--- config.mk ---
export PLATFORM = sky130hd
export DESIGN_NAME = mag_i2c_slave
export DESIGN_NICKNAME = d
export VERILOG_FILES = /design/src/core/mag_i2c_pkg.sv /design/src/core/mag_i2c_slave.sv
export SDC_FILE = /design/constraint.sdc
export NUM_CORES = 1
export LEC_CHECK = 0
export ABC_AREA = 0
export BUFFER_PORTS_ARGS = -buffer_cell sky130_fd_sc_hd__buf_2
export CAP_MARGIN = 30
export CORE_MARGIN = 8
export CORE_UTILIZATION = 48
export DETAILED_ROUTE_END_ITERATION = 16
export GPL_TIMING_DRIVEN = 1
export PLACE_DENSITY_LB_ADDON = 0.12
export RECOVER_POWER = 50
export SLEW_MARGIN = 10
export SYNTH_ARGS = -nofsm -noshare
export SYNTH_HDL_FRONTEND = slang
export SYNTH_SLANG_ARGS = --single-unit
--- constraint.sdc ---
create_clock -name clk -period 2.4 [get_ports clk]
set_clock_uncertainty 0.05 [all_clocks]
set_input_delay 0.12 -clock clk [delete_from_list [all_inputs] [get_ports clk]]
set_output_delay 0.12 -clock clk [all_outputs]
set_load 0.005 [all_outputs]
--- src/core/mag_i2c_pkg.sv ---
// register map, reset values and bus constants of the magnetic two-wire slave.
// assumes a 20 MHz system clock that oversamples the serial clock and data.
package mag_i2c_pkg;

	localparam int CLK_PERIOD_NS = 50;
	localparam int FAST_BIT_NS = 2500;
	// system clocks per fast-rate bit; the oversampler needs several per scl phase
	localparam int FAST_BIT_CYCLES = FAST_BIT_NS / CLK_PERIOD_NS;

	localparam logic [6:0] SLAVE_ADDR_FIELD = 7'h1E;
	localparam logic [3:0] BITS_PER_BYTE = 4'h8;

	localparam logic [7:0] OFS_CONFIG_A = 8'h00;
	localparam logic [7:0] OFS_CONFIG_B = 8'h01;
	localparam logic [7:0] OFS_OPERATING_MODE = 8'h02;
	localparam logic [7:0] OFS_FIELD_X_MSB = 8'h03;
	localparam logic [7:0] OFS_FIELD_X_LSB = 8'h04;
	localparam logic [7:0] OFS_FIELD_Y_MSB = 8'h05;
	localparam logic [7:0] OFS_FIELD_Y_LSB = 8'h06;
	localparam logic [7:0] OFS_FIELD_Z_MSB = 8'h07;
	localparam logic [7:0] OFS_FIELD_Z_LSB = 8'h08;
	localparam logic [7:0] OFS_SENSOR_STATE = 8'h09;
	localparam logic [7:0] OFS_IDENT_FIRST = 8'h0A;
	localparam logic [7:0] OFS_IDENT_SECOND = 8'h0B;
	localparam logic [7:0] OFS_IDENT_THIRD = 8'h0C;
	localparam logic [7:0] OFS_PTR_ZERO = 8'h00;

	localparam logic [7:0] RST_CONFIG_A = 8'h10;
	localparam logic [7:0] RST_CONFIG_B = 8'h20;
	localparam logic [7:0] RST_OPERATING_MODE = 8'h03;

	// bit positions software may change; the rest stay untouched
	localparam logic [7:0] MASK_CONFIG_A = 8'hFF;
	localparam logic [7:0] MASK_CONFIG_B = 8'hFF;
	localparam logic [7:0] MASK_OPERATING_MODE = 8'hFF;

	typedef struct packed {
		logic signed [15:0] x;
		logic signed [15:0] y;
		logic signed [15:0] z;
	} field_sample_s;

	typedef enum logic [3:0] {
		ST_IDLE,
		ST_ADDR,
		ST_ACK_ADDR,
		ST_PTR,
		ST_ACK_PTR,
		ST_WDATA,
		ST_ACK_WDATA,
		ST_RDATA,
		ST_RACK
	} link_state_e;

endpackage

--- src/core/mag_i2c_slave.sv ---
// two-wire slave port of the magnetic sensor with its register file.
// assumes scl_in/sda_in are asynchronous pins; sample and sensor_state_in come from this clock domain.
// Notes on behaviour
// - works at 100 or 400 kbit/s; clk oversamples both lines.
// - each byte is eight bits then one acknowledge bit.
// - signed field values leave as two's complement bytes.
// - answer only address 0011110; write byte 3C, read byte 3D.
// - addressed receiver pulls data low on ninth clock to acknowledge.
// - data changes only while clock is low, except bus conditions.
// - start is data falling with clock high; stop is data rising.
// - repeated start without stop begins a fresh address phase.
// - address byte: seven address bits, then read one or write zero.
// - data bytes follow the address acknowledge; stop ends each transaction.
// - pointer selects location; loaded from first byte after write address.
// - pointer advances by one after each access, no master action.
// - pointer at status location goes back to the first field location.
// - access at or above the last ident location wraps pointer to zero.
// - the pointer value itself has no read path.
// - reading an undefined location returns zero.
// - writes to undefined locations or bits change nothing.
// - calibration and configuration values come back at power-up.
`timescale 1ns/100ps
module mag_i2c_slave #(
	parameter logic [7:0] IDENT_FIRST_VAL = 8'hA5,  // arbitrary value
	parameter logic [7:0] IDENT_SECOND_VAL = 8'h5A, // arbitrary value
	parameter logic [7:0] IDENT_THIRD_VAL = 8'hC3   // arbitrary value
) (
	input wire logic clk,
	input wire logic rst_n,
	input wire logic scl_in,
	input wire logic sda_in,
	output logic sda_out,
	output logic sda_oe,
	input wire mag_i2c_pkg::field_sample_s sample,
	input wire logic [7:0] sensor_state_in,
	output logic [7:0] config_a,
	output logic [7:0] config_b,
	output logic [7:0] operating_mode
);

	logic [2:0] scl_pipe_reg;
	logic [2:0] sda_pipe_reg;
	mag_i2c_pkg::link_state_e state_reg;
	logic [3:0] bit_cnt_reg;
	logic [7:0] shift_reg;
	logic [7:0] tx_reg;
	logic [7:0] ptr_reg;
	logic read_reg;
	logic master_ack_reg;
	logic sda_oe_reg;
	logic sda_out_reg;
	logic [7:0] config_a_reg;
	logic [7:0] config_b_reg;
	logic [7:0] operating_mode_reg;
	mag_i2c_pkg::field_sample_s snap_reg;

	// only stage 1 feeds stage 2; edge logic looks at stages 2 and 3
	always_ff @(posedge clk or negedge rst_n)
	begin
		if (!rst_n)
		begin
			scl_pipe_reg <= 3'h7;
			sda_pipe_reg <= 3'h7;
		end
		else
		begin
			scl_pipe_reg <= {scl_pipe_reg[1:0], scl_in};
			sda_pipe_reg <= {sda_pipe_reg[1:0], sda_in};
		end
	end

	wire scl_now = scl_pipe_reg[1];
	wire scl_old = scl_pipe_reg[2];
	wire sda_now = sda_pipe_reg[1];
	wire sda_old = sda_pipe_reg[2];
	wire scl_rise = scl_now & ~scl_old;
	wire scl_fall = ~scl_now & scl_old;
	wire start_det = scl_now & scl_old & sda_old & ~sda_now;
	wire stop_det = scl_now & scl_old & ~sda_old & sda_now;
	wire byte_done = (bit_cnt_reg == mag_i2c_pkg::BITS_PER_BYTE);
	wire addr_match = (shift_reg[7:1] == mag_i2c_pkg::SLAVE_ADDR_FIELD);

	// next pointer: status wraps to first field, top ident wraps to zero
	wire [7:0] ptr_next = (ptr_reg == mag_i2c_pkg::OFS_SENSOR_STATE) ? mag_i2c_pkg::OFS_FIELD_X_MSB
		: (ptr_reg >= mag_i2c_pkg::OFS_IDENT_THIRD) ? mag_i2c_pkg::OFS_PTR_ZERO
		: ptr_reg + 8'h01;

	// low byte of each axis is read from a snapshot taken with X high
	wire [7:0] rd_data =
		(ptr_reg == mag_i2c_pkg::OFS_CONFIG_A) ? config_a_reg :
		(ptr_reg == mag_i2c_pkg::OFS_CONFIG_B) ? config_b_reg :
		(ptr_reg == mag_i2c_pkg::OFS_OPERATING_MODE) ? operating_mode_reg :
		(ptr_reg == mag_i2c_pkg::OFS_FIELD_X_MSB) ? sample.x[15:8] :
		(ptr_reg == mag_i2c_pkg::OFS_FIELD_X_LSB) ? snap_reg.x[7:0] :
		(ptr_reg == mag_i2c_pkg::OFS_FIELD_Y_MSB) ? snap_reg.y[15:8] :
		(ptr_reg == mag_i2c_pkg::OFS_FIELD_Y_LSB) ? snap_reg.y[7:0] :
		(ptr_reg == mag_i2c_pkg::OFS_FIELD_Z_MSB) ? snap_reg.z[15:8] :
		(ptr_reg == mag_i2c_pkg::OFS_FIELD_Z_LSB) ? snap_reg.z[7:0] :
		(ptr_reg == mag_i2c_pkg::OFS_SENSOR_STATE) ? sensor_state_in :
		(ptr_reg == mag_i2c_pkg::OFS_IDENT_FIRST) ? IDENT_FIRST_VAL :
		(ptr_reg == mag_i2c_pkg::OFS_IDENT_SECOND) ? IDENT_SECOND_VAL :
		(ptr_reg == mag_i2c_pkg::OFS_IDENT_THIRD) ? IDENT_THIRD_VAL :
		8'h00;

	wire in_rx = (state_reg == mag_i2c_pkg::ST_ADDR) || (state_reg == mag_i2c_pkg::ST_PTR)
		|| (state_reg == mag_i2c_pkg::ST_WDATA);
	wire ack_state = (state_reg == mag_i2c_pkg::ST_ACK_ADDR) || (state_reg == mag_i2c_pkg::ST_ACK_PTR)
		|| (state_reg == mag_i2c_pkg::ST_ACK_WDATA);
	wire ptr_load = scl_fall && (state_reg == mag_i2c_pkg::ST_PTR) && byte_done;
	wire wr_strobe = scl_fall && (state_reg == mag_i2c_pkg::ST_WDATA) && byte_done;
	wire rd_sent = scl_fall && (state_reg == mag_i2c_pkg::ST_RDATA) && byte_done;
	wire ptr_adv = wr_strobe || rd_sent;
	// the outgoing byte is frozen at the ack fall so a sample update cannot tear a byte mid-shift
	wire tx_load = scl_fall && (((state_reg == mag_i2c_pkg::ST_ACK_ADDR) && read_reg)
		|| ((state_reg == mag_i2c_pkg::ST_RACK) && master_ack_reg));
	wire addr_nack = scl_fall && (state_reg == mag_i2c_pkg::ST_ADDR) && byte_done && !addr_match;
	wire wr_a = wr_strobe && (ptr_reg == mag_i2c_pkg::OFS_CONFIG_A);
	wire wr_b = wr_strobe && (ptr_reg == mag_i2c_pkg::OFS_CONFIG_B);
	wire wr_m = wr_strobe && (ptr_reg == mag_i2c_pkg::OFS_OPERATING_MODE);

	always_ff @(posedge clk or negedge rst_n)
	begin
		if (!rst_n)
		begin
			state_reg <= mag_i2c_pkg::ST_IDLE;
			bit_cnt_reg <= 4'h0;
			shift_reg <= 8'h00;
			read_reg <= 1'b0;
			master_ack_reg <= 1'b0;
			sda_oe_reg <= 1'b0;
		end
		else if (start_det)
		begin
			state_reg <= mag_i2c_pkg::ST_ADDR;
			bit_cnt_reg <= 4'h0;
			sda_oe_reg <= 1'b0;
		end
		else if (stop_det)
		begin
			state_reg <= mag_i2c_pkg::ST_IDLE;
			sda_oe_reg <= 1'b0;
		end
		else if (scl_rise)
		begin
			if (in_rx && !byte_done)
			begin
				shift_reg <= {shift_reg[6:0], sda_now};
				bit_cnt_reg <= bit_cnt_reg + 4'h1;
			end
			if (state_reg == mag_i2c_pkg::ST_RDATA && !byte_done)
				bit_cnt_reg <= bit_cnt_reg + 4'h1;
			if (state_reg == mag_i2c_pkg::ST_RACK)
				master_ack_reg <= !sda_now;
		end
		else if (scl_fall)
		begin
			unique case (state_reg)
				mag_i2c_pkg::ST_IDLE:
					sda_oe_reg <= 1'b0;
				mag_i2c_pkg::ST_ADDR, mag_i2c_pkg::ST_PTR, mag_i2c_pkg::ST_WDATA:
					if (byte_done)
					begin
						if (addr_nack)
							state_reg <= mag_i2c_pkg::ST_IDLE;
						else
						begin
							sda_oe_reg <= 1'b1;
							if (state_reg == mag_i2c_pkg::ST_ADDR)
							begin
								read_reg <= shift_reg[0];
								state_reg <= mag_i2c_pkg::ST_ACK_ADDR;
							end
							else if (state_reg == mag_i2c_pkg::ST_PTR)
								state_reg <= mag_i2c_pkg::ST_ACK_PTR;
							else
								state_reg <= mag_i2c_pkg::ST_ACK_WDATA;
						end
					end
				mag_i2c_pkg::ST_ACK_ADDR, mag_i2c_pkg::ST_ACK_PTR, mag_i2c_pkg::ST_ACK_WDATA:
				begin
					bit_cnt_reg <= 4'h0;
					if (tx_load)
					begin
						state_reg <= mag_i2c_pkg::ST_RDATA;
						sda_oe_reg <= !rd_data[7];
					end
					else
					begin
						sda_oe_reg <= 1'b0;
						state_reg <= (state_reg == mag_i2c_pkg::ST_ACK_ADDR) ? mag_i2c_pkg::ST_PTR
							: mag_i2c_pkg::ST_WDATA;
					end
				end
				mag_i2c_pkg::ST_RDATA:
					if (byte_done)
					begin
						sda_oe_reg <= 1'b0; // release for the master's acknowledge
						state_reg <= mag_i2c_pkg::ST_RACK;
					end
					else
						sda_oe_reg <= !tx_reg[3'h7 - bit_cnt_reg[2:0]];
				mag_i2c_pkg::ST_RACK:
				begin
					bit_cnt_reg <= 4'h0;
					sda_oe_reg <= master_ack_reg && !rd_data[7];
					state_reg <= master_ack_reg ? mag_i2c_pkg::ST_RDATA : mag_i2c_pkg::ST_IDLE;
				end
			endcase
		end
	end

	// pointer, outgoing byte and snapshot; the pointer never reaches rd_data
	always_ff @(posedge clk or negedge rst_n)
	begin
		if (!rst_n)
		begin
			ptr_reg <= mag_i2c_pkg::OFS_PTR_ZERO;
			tx_reg <= 8'h00;
			snap_reg <= '0;
		end
		else
		begin
			if (ptr_load)
				ptr_reg <= shift_reg;
			else if (ptr_adv)
				ptr_reg <= ptr_next;
			if (tx_load)
				tx_reg <= rd_data;
			if (tx_load && ptr_reg == mag_i2c_pkg::OFS_FIELD_X_MSB)
				snap_reg <= sample;
		end
	end

	// reset restores the boot values; masked bits are never written
	always_ff @(posedge clk or negedge rst_n)
	begin
		if (!rst_n)
		begin
			config_a_reg <= mag_i2c_pkg::RST_CONFIG_A;
			config_b_reg <= mag_i2c_pkg::RST_CONFIG_B;
			operating_mode_reg <= mag_i2c_pkg::RST_OPERATING_MODE;
		end
		else
		begin
			if (wr_a)
				config_a_reg <= (config_a_reg & ~mag_i2c_pkg::MASK_CONFIG_A)
					| (shift_reg & mag_i2c_pkg::MASK_CONFIG_A);
			if (wr_b)
				config_b_reg <= (config_b_reg & ~mag_i2c_pkg::MASK_CONFIG_B)
					| (shift_reg & mag_i2c_pkg::MASK_CONFIG_B);
			if (wr_m)
				operating_mode_reg <= (operating_mode_reg & ~mag_i2c_pkg::MASK_OPERATING_MODE)
					| (shift_reg & mag_i2c_pkg::MASK_OPERATING_MODE);
		end
	end

	// open drain: only ever pulls low
	always_ff @(posedge clk or negedge rst_n)
	begin
		if (!rst_n)
			sda_out_reg <= 1'b0;
		else
			sda_out_reg <= 1'b0;
	end

	assign sda_out = sda_out_reg;
	assign sda_oe = sda_oe_reg;
	assign config_a = config_a_reg;
	assign config_b = config_b_reg;
	assign operating_mode = operating_mode_reg;
endmodule // mag_i2c_slave

; After elaboration in Yosys (flattened, before gate mapping)
; Index checks and enable logic that the tools add are counted.
; Widths: inputs -> output; s select.
[totals]
ff_bits = 105
input_bits = 60
out_inout_bits = 26
word_cells = 156
[classes]
add_sub_neg = 3
order_cmp = 2
n_eq_ne = 28
muxes = 48
bitwise = 15
n_reduce_logical = 44
[op_table]
columns = op, count
row1 = $mux 8, 17
row2 = $mux 4, 13
row3 = $eq 8x4->1 const B, 5
row4 = $eq 8x3->1 const B, 4
row5 = $logic_and 1x1->1, 19
row6 = $eq 4x3->1 const B, 4
row7 = $eq 8x2->1 const B, 2
row8 = $pmux 4 s4, 1
row9 = $reduce_and 4->1, 4
row10 = $mux 3, 5
row11 = $ne 4x4->1 const B, 3
row12 = $mux 1, 9
row13 = $reduce_bool 3->1, 3
row14 = $add 8x1->8 const B, 1
row15 = $eq 4x2->1 const B, 2
row16 = $eq 4x4->1 const B, 2
row17 = $eq 8x1->1 const B, 1
row18 = $ge 8x4->1 const B, 1
row19 = $logic_not 8->1, 1
row20 = $not 1->1, 8
row21 = $reduce_and 8->1, 1
row22 = $and 1x1->1, 7
row23 = $eq 7x5->1 const B, 1
row24 = $reduce_bool 6->1, 1
row25 = other kinds (17), 25

; Depth between registers and ports, before layout
[logic_depth]
depth_word = 21
depth_mapped = 10
ltp_nobuf = 7

; Worst setup path after synthesis
; No wires, ideal clock.
[synth_timing]
path_type = flip-flop to flip-flop
startpoint = reg scl_pipe_reg[2]
endpoint = reg config_a_reg[0] (netlist: config_a[0])
setup_time_ps = 128
arrival_time_ps = 1925
t_required_ps = 2222
slack_ps = 298
stages_incl_launch_ff = 7
path_buffers = 1
synth_period_minus_slack_ps = 2102
cell_sequence = dfstp_2 > ha_1 > and4b_1 > nand3_1 > or3_1 > buf_2 > mux2_1
[synth_between]
elab_chain_len = 4
[synth_rtl]
columns = element, line
row1 = from (decl), mag_i2c_slave.sv:41  ; logic [2:0] scl_pipe_reg;
row2 = from (signal assigned), mag_i2c_slave.sv:67  ; scl_pipe_reg <= {scl_pipe_reg[1:0], scl_in};
row3 = $and 1x1->1, mag_i2c_slave.sv:77  ; wire scl_fall = ~scl_now & scl_old;
row4 = $logic_and 1x1->1 (2 in a row), mag_i2c_slave.sv:110  ; wire wr_strobe = scl_fall && (state_reg == mag_i2c_pkg::ST_WDATA) && byte_done;
row5 = $logic_and 1x1->1, mag_i2c_slave.sv:117  ; wire wr_a = wr_strobe && (ptr_reg == mag_i2c_pkg::OFS_CONFIG_A);
row6 = to (signal assigned), mag_i2c_slave.sv:239  ; config_a_reg <= mag_i2c_pkg::RST_CONFIG_A;
row7 = to (signal assigned), mag_i2c_slave.sv:246  ; config_a_reg <= (config_a_reg & ~mag_i2c_pkg::MASK_CONFIG_A)
row8 = to (decl), mag_i2c_slave.sv:52  ; logic [7:0] config_a_reg;
; Every way passes these cells.
; A chain may end at the register's enable or synchronous reset.

; Final worst setup path
[layout_timing]
startpoint = reg ptr_reg[0]
endpoint = reg tx_reg[5]
[layout_between]
elab_chain_len = 13
word_cells_on_any_way = 24
cone_classes = eq/ne (11) / mux (12) / reduce/logical (1)
[layout_rtl]
columns = element, line
row1 = from (decl), mag_i2c_slave.sv:47  ; logic [7:0] ptr_reg;
row2 = from (signal assigned), mag_i2c_slave.sv:217  ; ptr_reg <= mag_i2c_pkg::OFS_PTR_ZERO;
row3 = from (signal assigned), mag_i2c_slave.sv:224  ; ptr_reg <= shift_reg;
row4 = from (signal assigned), mag_i2c_slave.sv:226  ; ptr_reg <= ptr_next;
row5 = $eq 8x4->1, mag_i2c_slave.sv:101  ; (ptr_reg == mag_i2c_pkg::OFS_IDENT_SECOND) ? IDENT_SECOND_VAL :
row6 = $mux 8, mag_i2c_slave.sv:101
row7 = $mux 8, mag_i2c_slave.sv:100  ; (ptr_reg == mag_i2c_pkg::OFS_IDENT_FIRST) ? IDENT_FIRST_VAL :
row8 = $mux 8, mag_i2c_slave.sv:99  ; (ptr_reg == mag_i2c_pkg::OFS_SENSOR_STATE) ? sensor_state_in :
row9 = $mux 8, mag_i2c_slave.sv:98  ; (ptr_reg == mag_i2c_pkg::OFS_FIELD_Z_LSB) ? snap_reg.z[7:0] :
row10 = $mux 8, mag_i2c_slave.sv:97  ; (ptr_reg == mag_i2c_pkg::OFS_FIELD_Z_MSB) ? snap_reg.z[15:8] :
row11 = $mux 8, mag_i2c_slave.sv:96  ; (ptr_reg == mag_i2c_pkg::OFS_FIELD_Y_LSB) ? snap_reg.y[7:0] :
row12 = $mux 8, mag_i2c_slave.sv:95  ; (ptr_reg == mag_i2c_pkg::OFS_FIELD_Y_MSB) ? snap_reg.y[15:8] :
row13 = $mux 8, mag_i2c_slave.sv:94  ; (ptr_reg == mag_i2c_pkg::OFS_FIELD_X_LSB) ? snap_reg.x[7:0] :
row14 = $mux 8, mag_i2c_slave.sv:93  ; (ptr_reg == mag_i2c_pkg::OFS_FIELD_X_MSB) ? sample.x[15:8] :
row15 = $mux 8, mag_i2c_slave.sv:92  ; (ptr_reg == mag_i2c_pkg::OFS_OPERATING_MODE) ? operating_mode_reg :
row16 = $mux 8, mag_i2c_slave.sv:91  ; (ptr_reg == mag_i2c_pkg::OFS_CONFIG_B) ? config_b_reg :
row17 = $mux 8 *, mag_i2c_slave.sv:90  ; (ptr_reg == mag_i2c_pkg::OFS_CONFIG_A) ? config_a_reg :
row18 = to (signal assigned), mag_i2c_slave.sv:228  ; tx_reg <= rd_data;
row19 = to (decl), mag_i2c_slave.sv:46  ; logic [7:0] tx_reg;
; Mark *: on every way between the ends. The rest lies on a longest branch, timed or not.

==> results.sh <==
export IMPL_slew_violations=0
export IMPL_rsz0062_at_grt="yes"
export IMPL_antenna_cells=0
export IMPL_powerDensity_nw_per_um2=616
export IMPL_clk_path_buf_depth=2
export IMPL_synthToLayoutAreaGrowth_pct=24.7
export IMPL_via_count=4707
export IMPL_final_cell_count_no_fill=805
export IMPL_tns_ps=0
export IMPL_drive_gt1_frac=0.261
export IMPL_setup_viol=0
export IMPL_cts_clk_slew_worst_paths_ps=70
export IMPL_routed_wl_um=16200
export IMPL_pin_count=86
export IMPL_synthTopCellsByArea="dfrtp_1 42%, mux2_1 9.1%, mux2_2 6.0%"
export IMPL_cts_buffers=9
export IMPL_finalHoldViolCount=0
export IMPL_synthFlopType="dfrtp_1"
export IMPL_crit_required_ps=2640
export IMPL_yosys_cell_types_count=68
export IMPL_status="completed"
export IMPL_hold_ws_ps=203
export IMPL_ant_nets=0
export IMPL_gp_routability_congestion=0.879
export IMPL_post_drt_wl_per_cell_um=20.2
export IMPL_synth_seq_cells=105
export IMPL_cts_tree="yes"
export IMPL_grtUsageTotal=0.211
export IMPL_fin_util=0.616
export IMPL_post_route_drc_count=0
export IMPL_fin_crit_sh=0.945
export IMPL_grt_antenna_before_repair=0
export IMPL_leakage_nw=3.32
export IMPL_relSlewSlack=0.327
export IMPL_largest_reg_flops=40
export IMPL_first_pass_iters=5
export IMPL_worstPathMaxFanout=15
export IMPL_nets=727
export IMPL_htreeDepth=3
export IMPL_tightest_slew_ps=1010
export IMPL_grt_pass1_vias=4892
export IMPL_placedCellCount=746
export IMPL_globalRouteMet1Util=0.268
export IMPL_start_util=0.494
export IMPL_synth_area_leader_cell="dfrtp_1"
export IMPL_syn_inst=523
export IMPL_root_buffer="clkbuf_16"
export IMPL_nFillCells=1000
export IMPL_post_cts_buffers=0
export IMPL_synth_fp_nets=593
export IMPL_crit_path_start_kind="flop"
export IMPL_place_hpwl_um=11800
export IMPL_irDropWorstVdd_v=0.000779
export IMPL_hp_class="in -> reg"
export IMPL_coreArea_um2=11500
export IMPL_syn_avg_cell_area_um2=10.8
export IMPL_cts_sinks=105
export IMPL_grt_use_met3=0.0455
export IMPL_drv_cap=0
export IMPL_syn_area_um2=5660
export IMPL_final_common_cell="dfrtp_1"
export IMPL_ys_seq_area_frac=0.466
export IMPL_grt_max_degree=47
export IMPL_arrival_ps=2510
export IMPL_drtIter0Drc=403
export IMPL_use_met2=0.349
export IMPL_avgViaCountPerCell=5.85
export IMPL_die_y_um=125
export IMPL_endpoint_kind="flop"
export IMPL_yosysTopAreaCellShare=0.420
export IMPL_max_freq_mhz=441
export IMPL_mostFrequentLayoutCells="94 x dfrtp_1, 70 x buf_2, 46 x mux2_1"
export IMPL_postSynth_asyncResetShare=1.00
export IMPL_critical_path_class="reg -> reg"
export IMPL_multi_input_area_um2=2750
export IMPL_ff_latch_area_um2=2640
export IMPL_top_usage_layer="met2"
export IMPL_place_port_buffers=84
export IMPL_clock_latency_ps=360
export IMPL_ys_warn_count=0
export IMPL_grt_pass1_wl_um=26400
export IMPL_grt_ovfl_total=0
export IMPL_row_count=39
export IMPL_synth_edf_count=0
export IMPL_reg2reg_setup_slack_ps=130
export IMPL_period_minus_slack_ps=2270
export IMPL_die_w_um=125
export IMPL_die_area_um2=15500
## cell type report
type                            count  share of cell area
Sequential cell                   105               0.374
Tap cell                          143              0.0253
Clock inverter                      7             0.00868
Clock buffer                        9              0.0319
Timing Repair Buffer              161               0.157
Inverter                           26              0.0138
Multi-Input combinational cell    354               0.389
## stage by stage
step                      worst slack [ps]  cell area (µm²)  power [mW]
after floorplan                        298             5660        2.59
after global placement                 118             6350        2.87
after detailed placement              99.8             6350        2.88
after CTS                             62.2             7070        4.39
after global routing                 -38.6             7060        4.57
final                                  132             7060        4.35
## kinds of logic after synthesis
kind of cell | after synthesis | share of synthesized area
and+or+nand+nor | 126 | 0.120
other | 1 | 0.000662
muxes | 83 | 0.168
DFF | 105 | 0.466
xor gates and xnor gates | 2 | 0.00309
adders and majority gates | 10 | 0.0221
buffers and inverters | 64 | 0.0539
AOI/OAI and AO/OA | 132 | 0.167
## critical path, stage by stage, from the launching register on
cell	delay [ps]
dfrtp_1	430
inv_1	110
ha_1	330
buf_4	240
inv_1	220
o21ai_0	150
o22a_1	240
o221a_2	290
a21oi_1	140
## routing by layer
metal	wire (µm)	vias to the layer above
met2	7940	137
met5	0	-
met1	7220	2353
met4	249	0
met3	828	19
li1	-	2198
## final timing paths
path                                  from               to  cells past startpoint
min in group asynchronous            rst_n     state_reg[0]                      2
min reg2reg                scl_pipe_reg[0]  scl_pipe_reg[1]                      0
max in group asynchronous            rst_n     snap_reg[17]                      3
max                             ptr_reg[0]        tx_reg[5]                      8
min                             sample[42]        tx_reg[2]                      5
max reg2reg                     ptr_reg[0]        tx_reg[5]                      8
## power by group
group,switching (mW),internal (mW)
combinational,0.370,0.417
sequential,0.245,1.88
clock,0.715,0.726
total,1.33,3.02
## synth_stat cells (3+ instances only)
library cell	count
clkbuf_1	21
nand2b_1	6
a41oi_1	3
mux2i_1	5
a211oi_1	9
and2_1	5
nor3_1	9
a22o_1	3
o32ai_1	4
a22oi_1	4
nand3_1	10
dfstp_2	10
mux2_1	46
dfrtp_1	95
inv_1	26
or4_1	3
nand2_1	38
buf_4	3
o21ai_0	21
o22a_1	3
nand3b_1	7
o211ai_1	5
nor2_1	20
buf_2	7
a221oi_1	11
a21oi_1	21
o22ai_1	6
nor4b_1	3
ha_1	10
a31oi_1	6
nor2b_1	11
o31ai_1	3
a2111oi_0	4
a311oi_1	4
buf_6	6
mux2_2	30
## what timing repair did
action / in CTS / in global routing
endpoints found under the setup margin: 0 / 24
hold buffers: 43 / 0
endpoints found under the hold margin: 77 / 0
gates resized for setup: 0 / 8
Power figures use the tool's default switching activity.
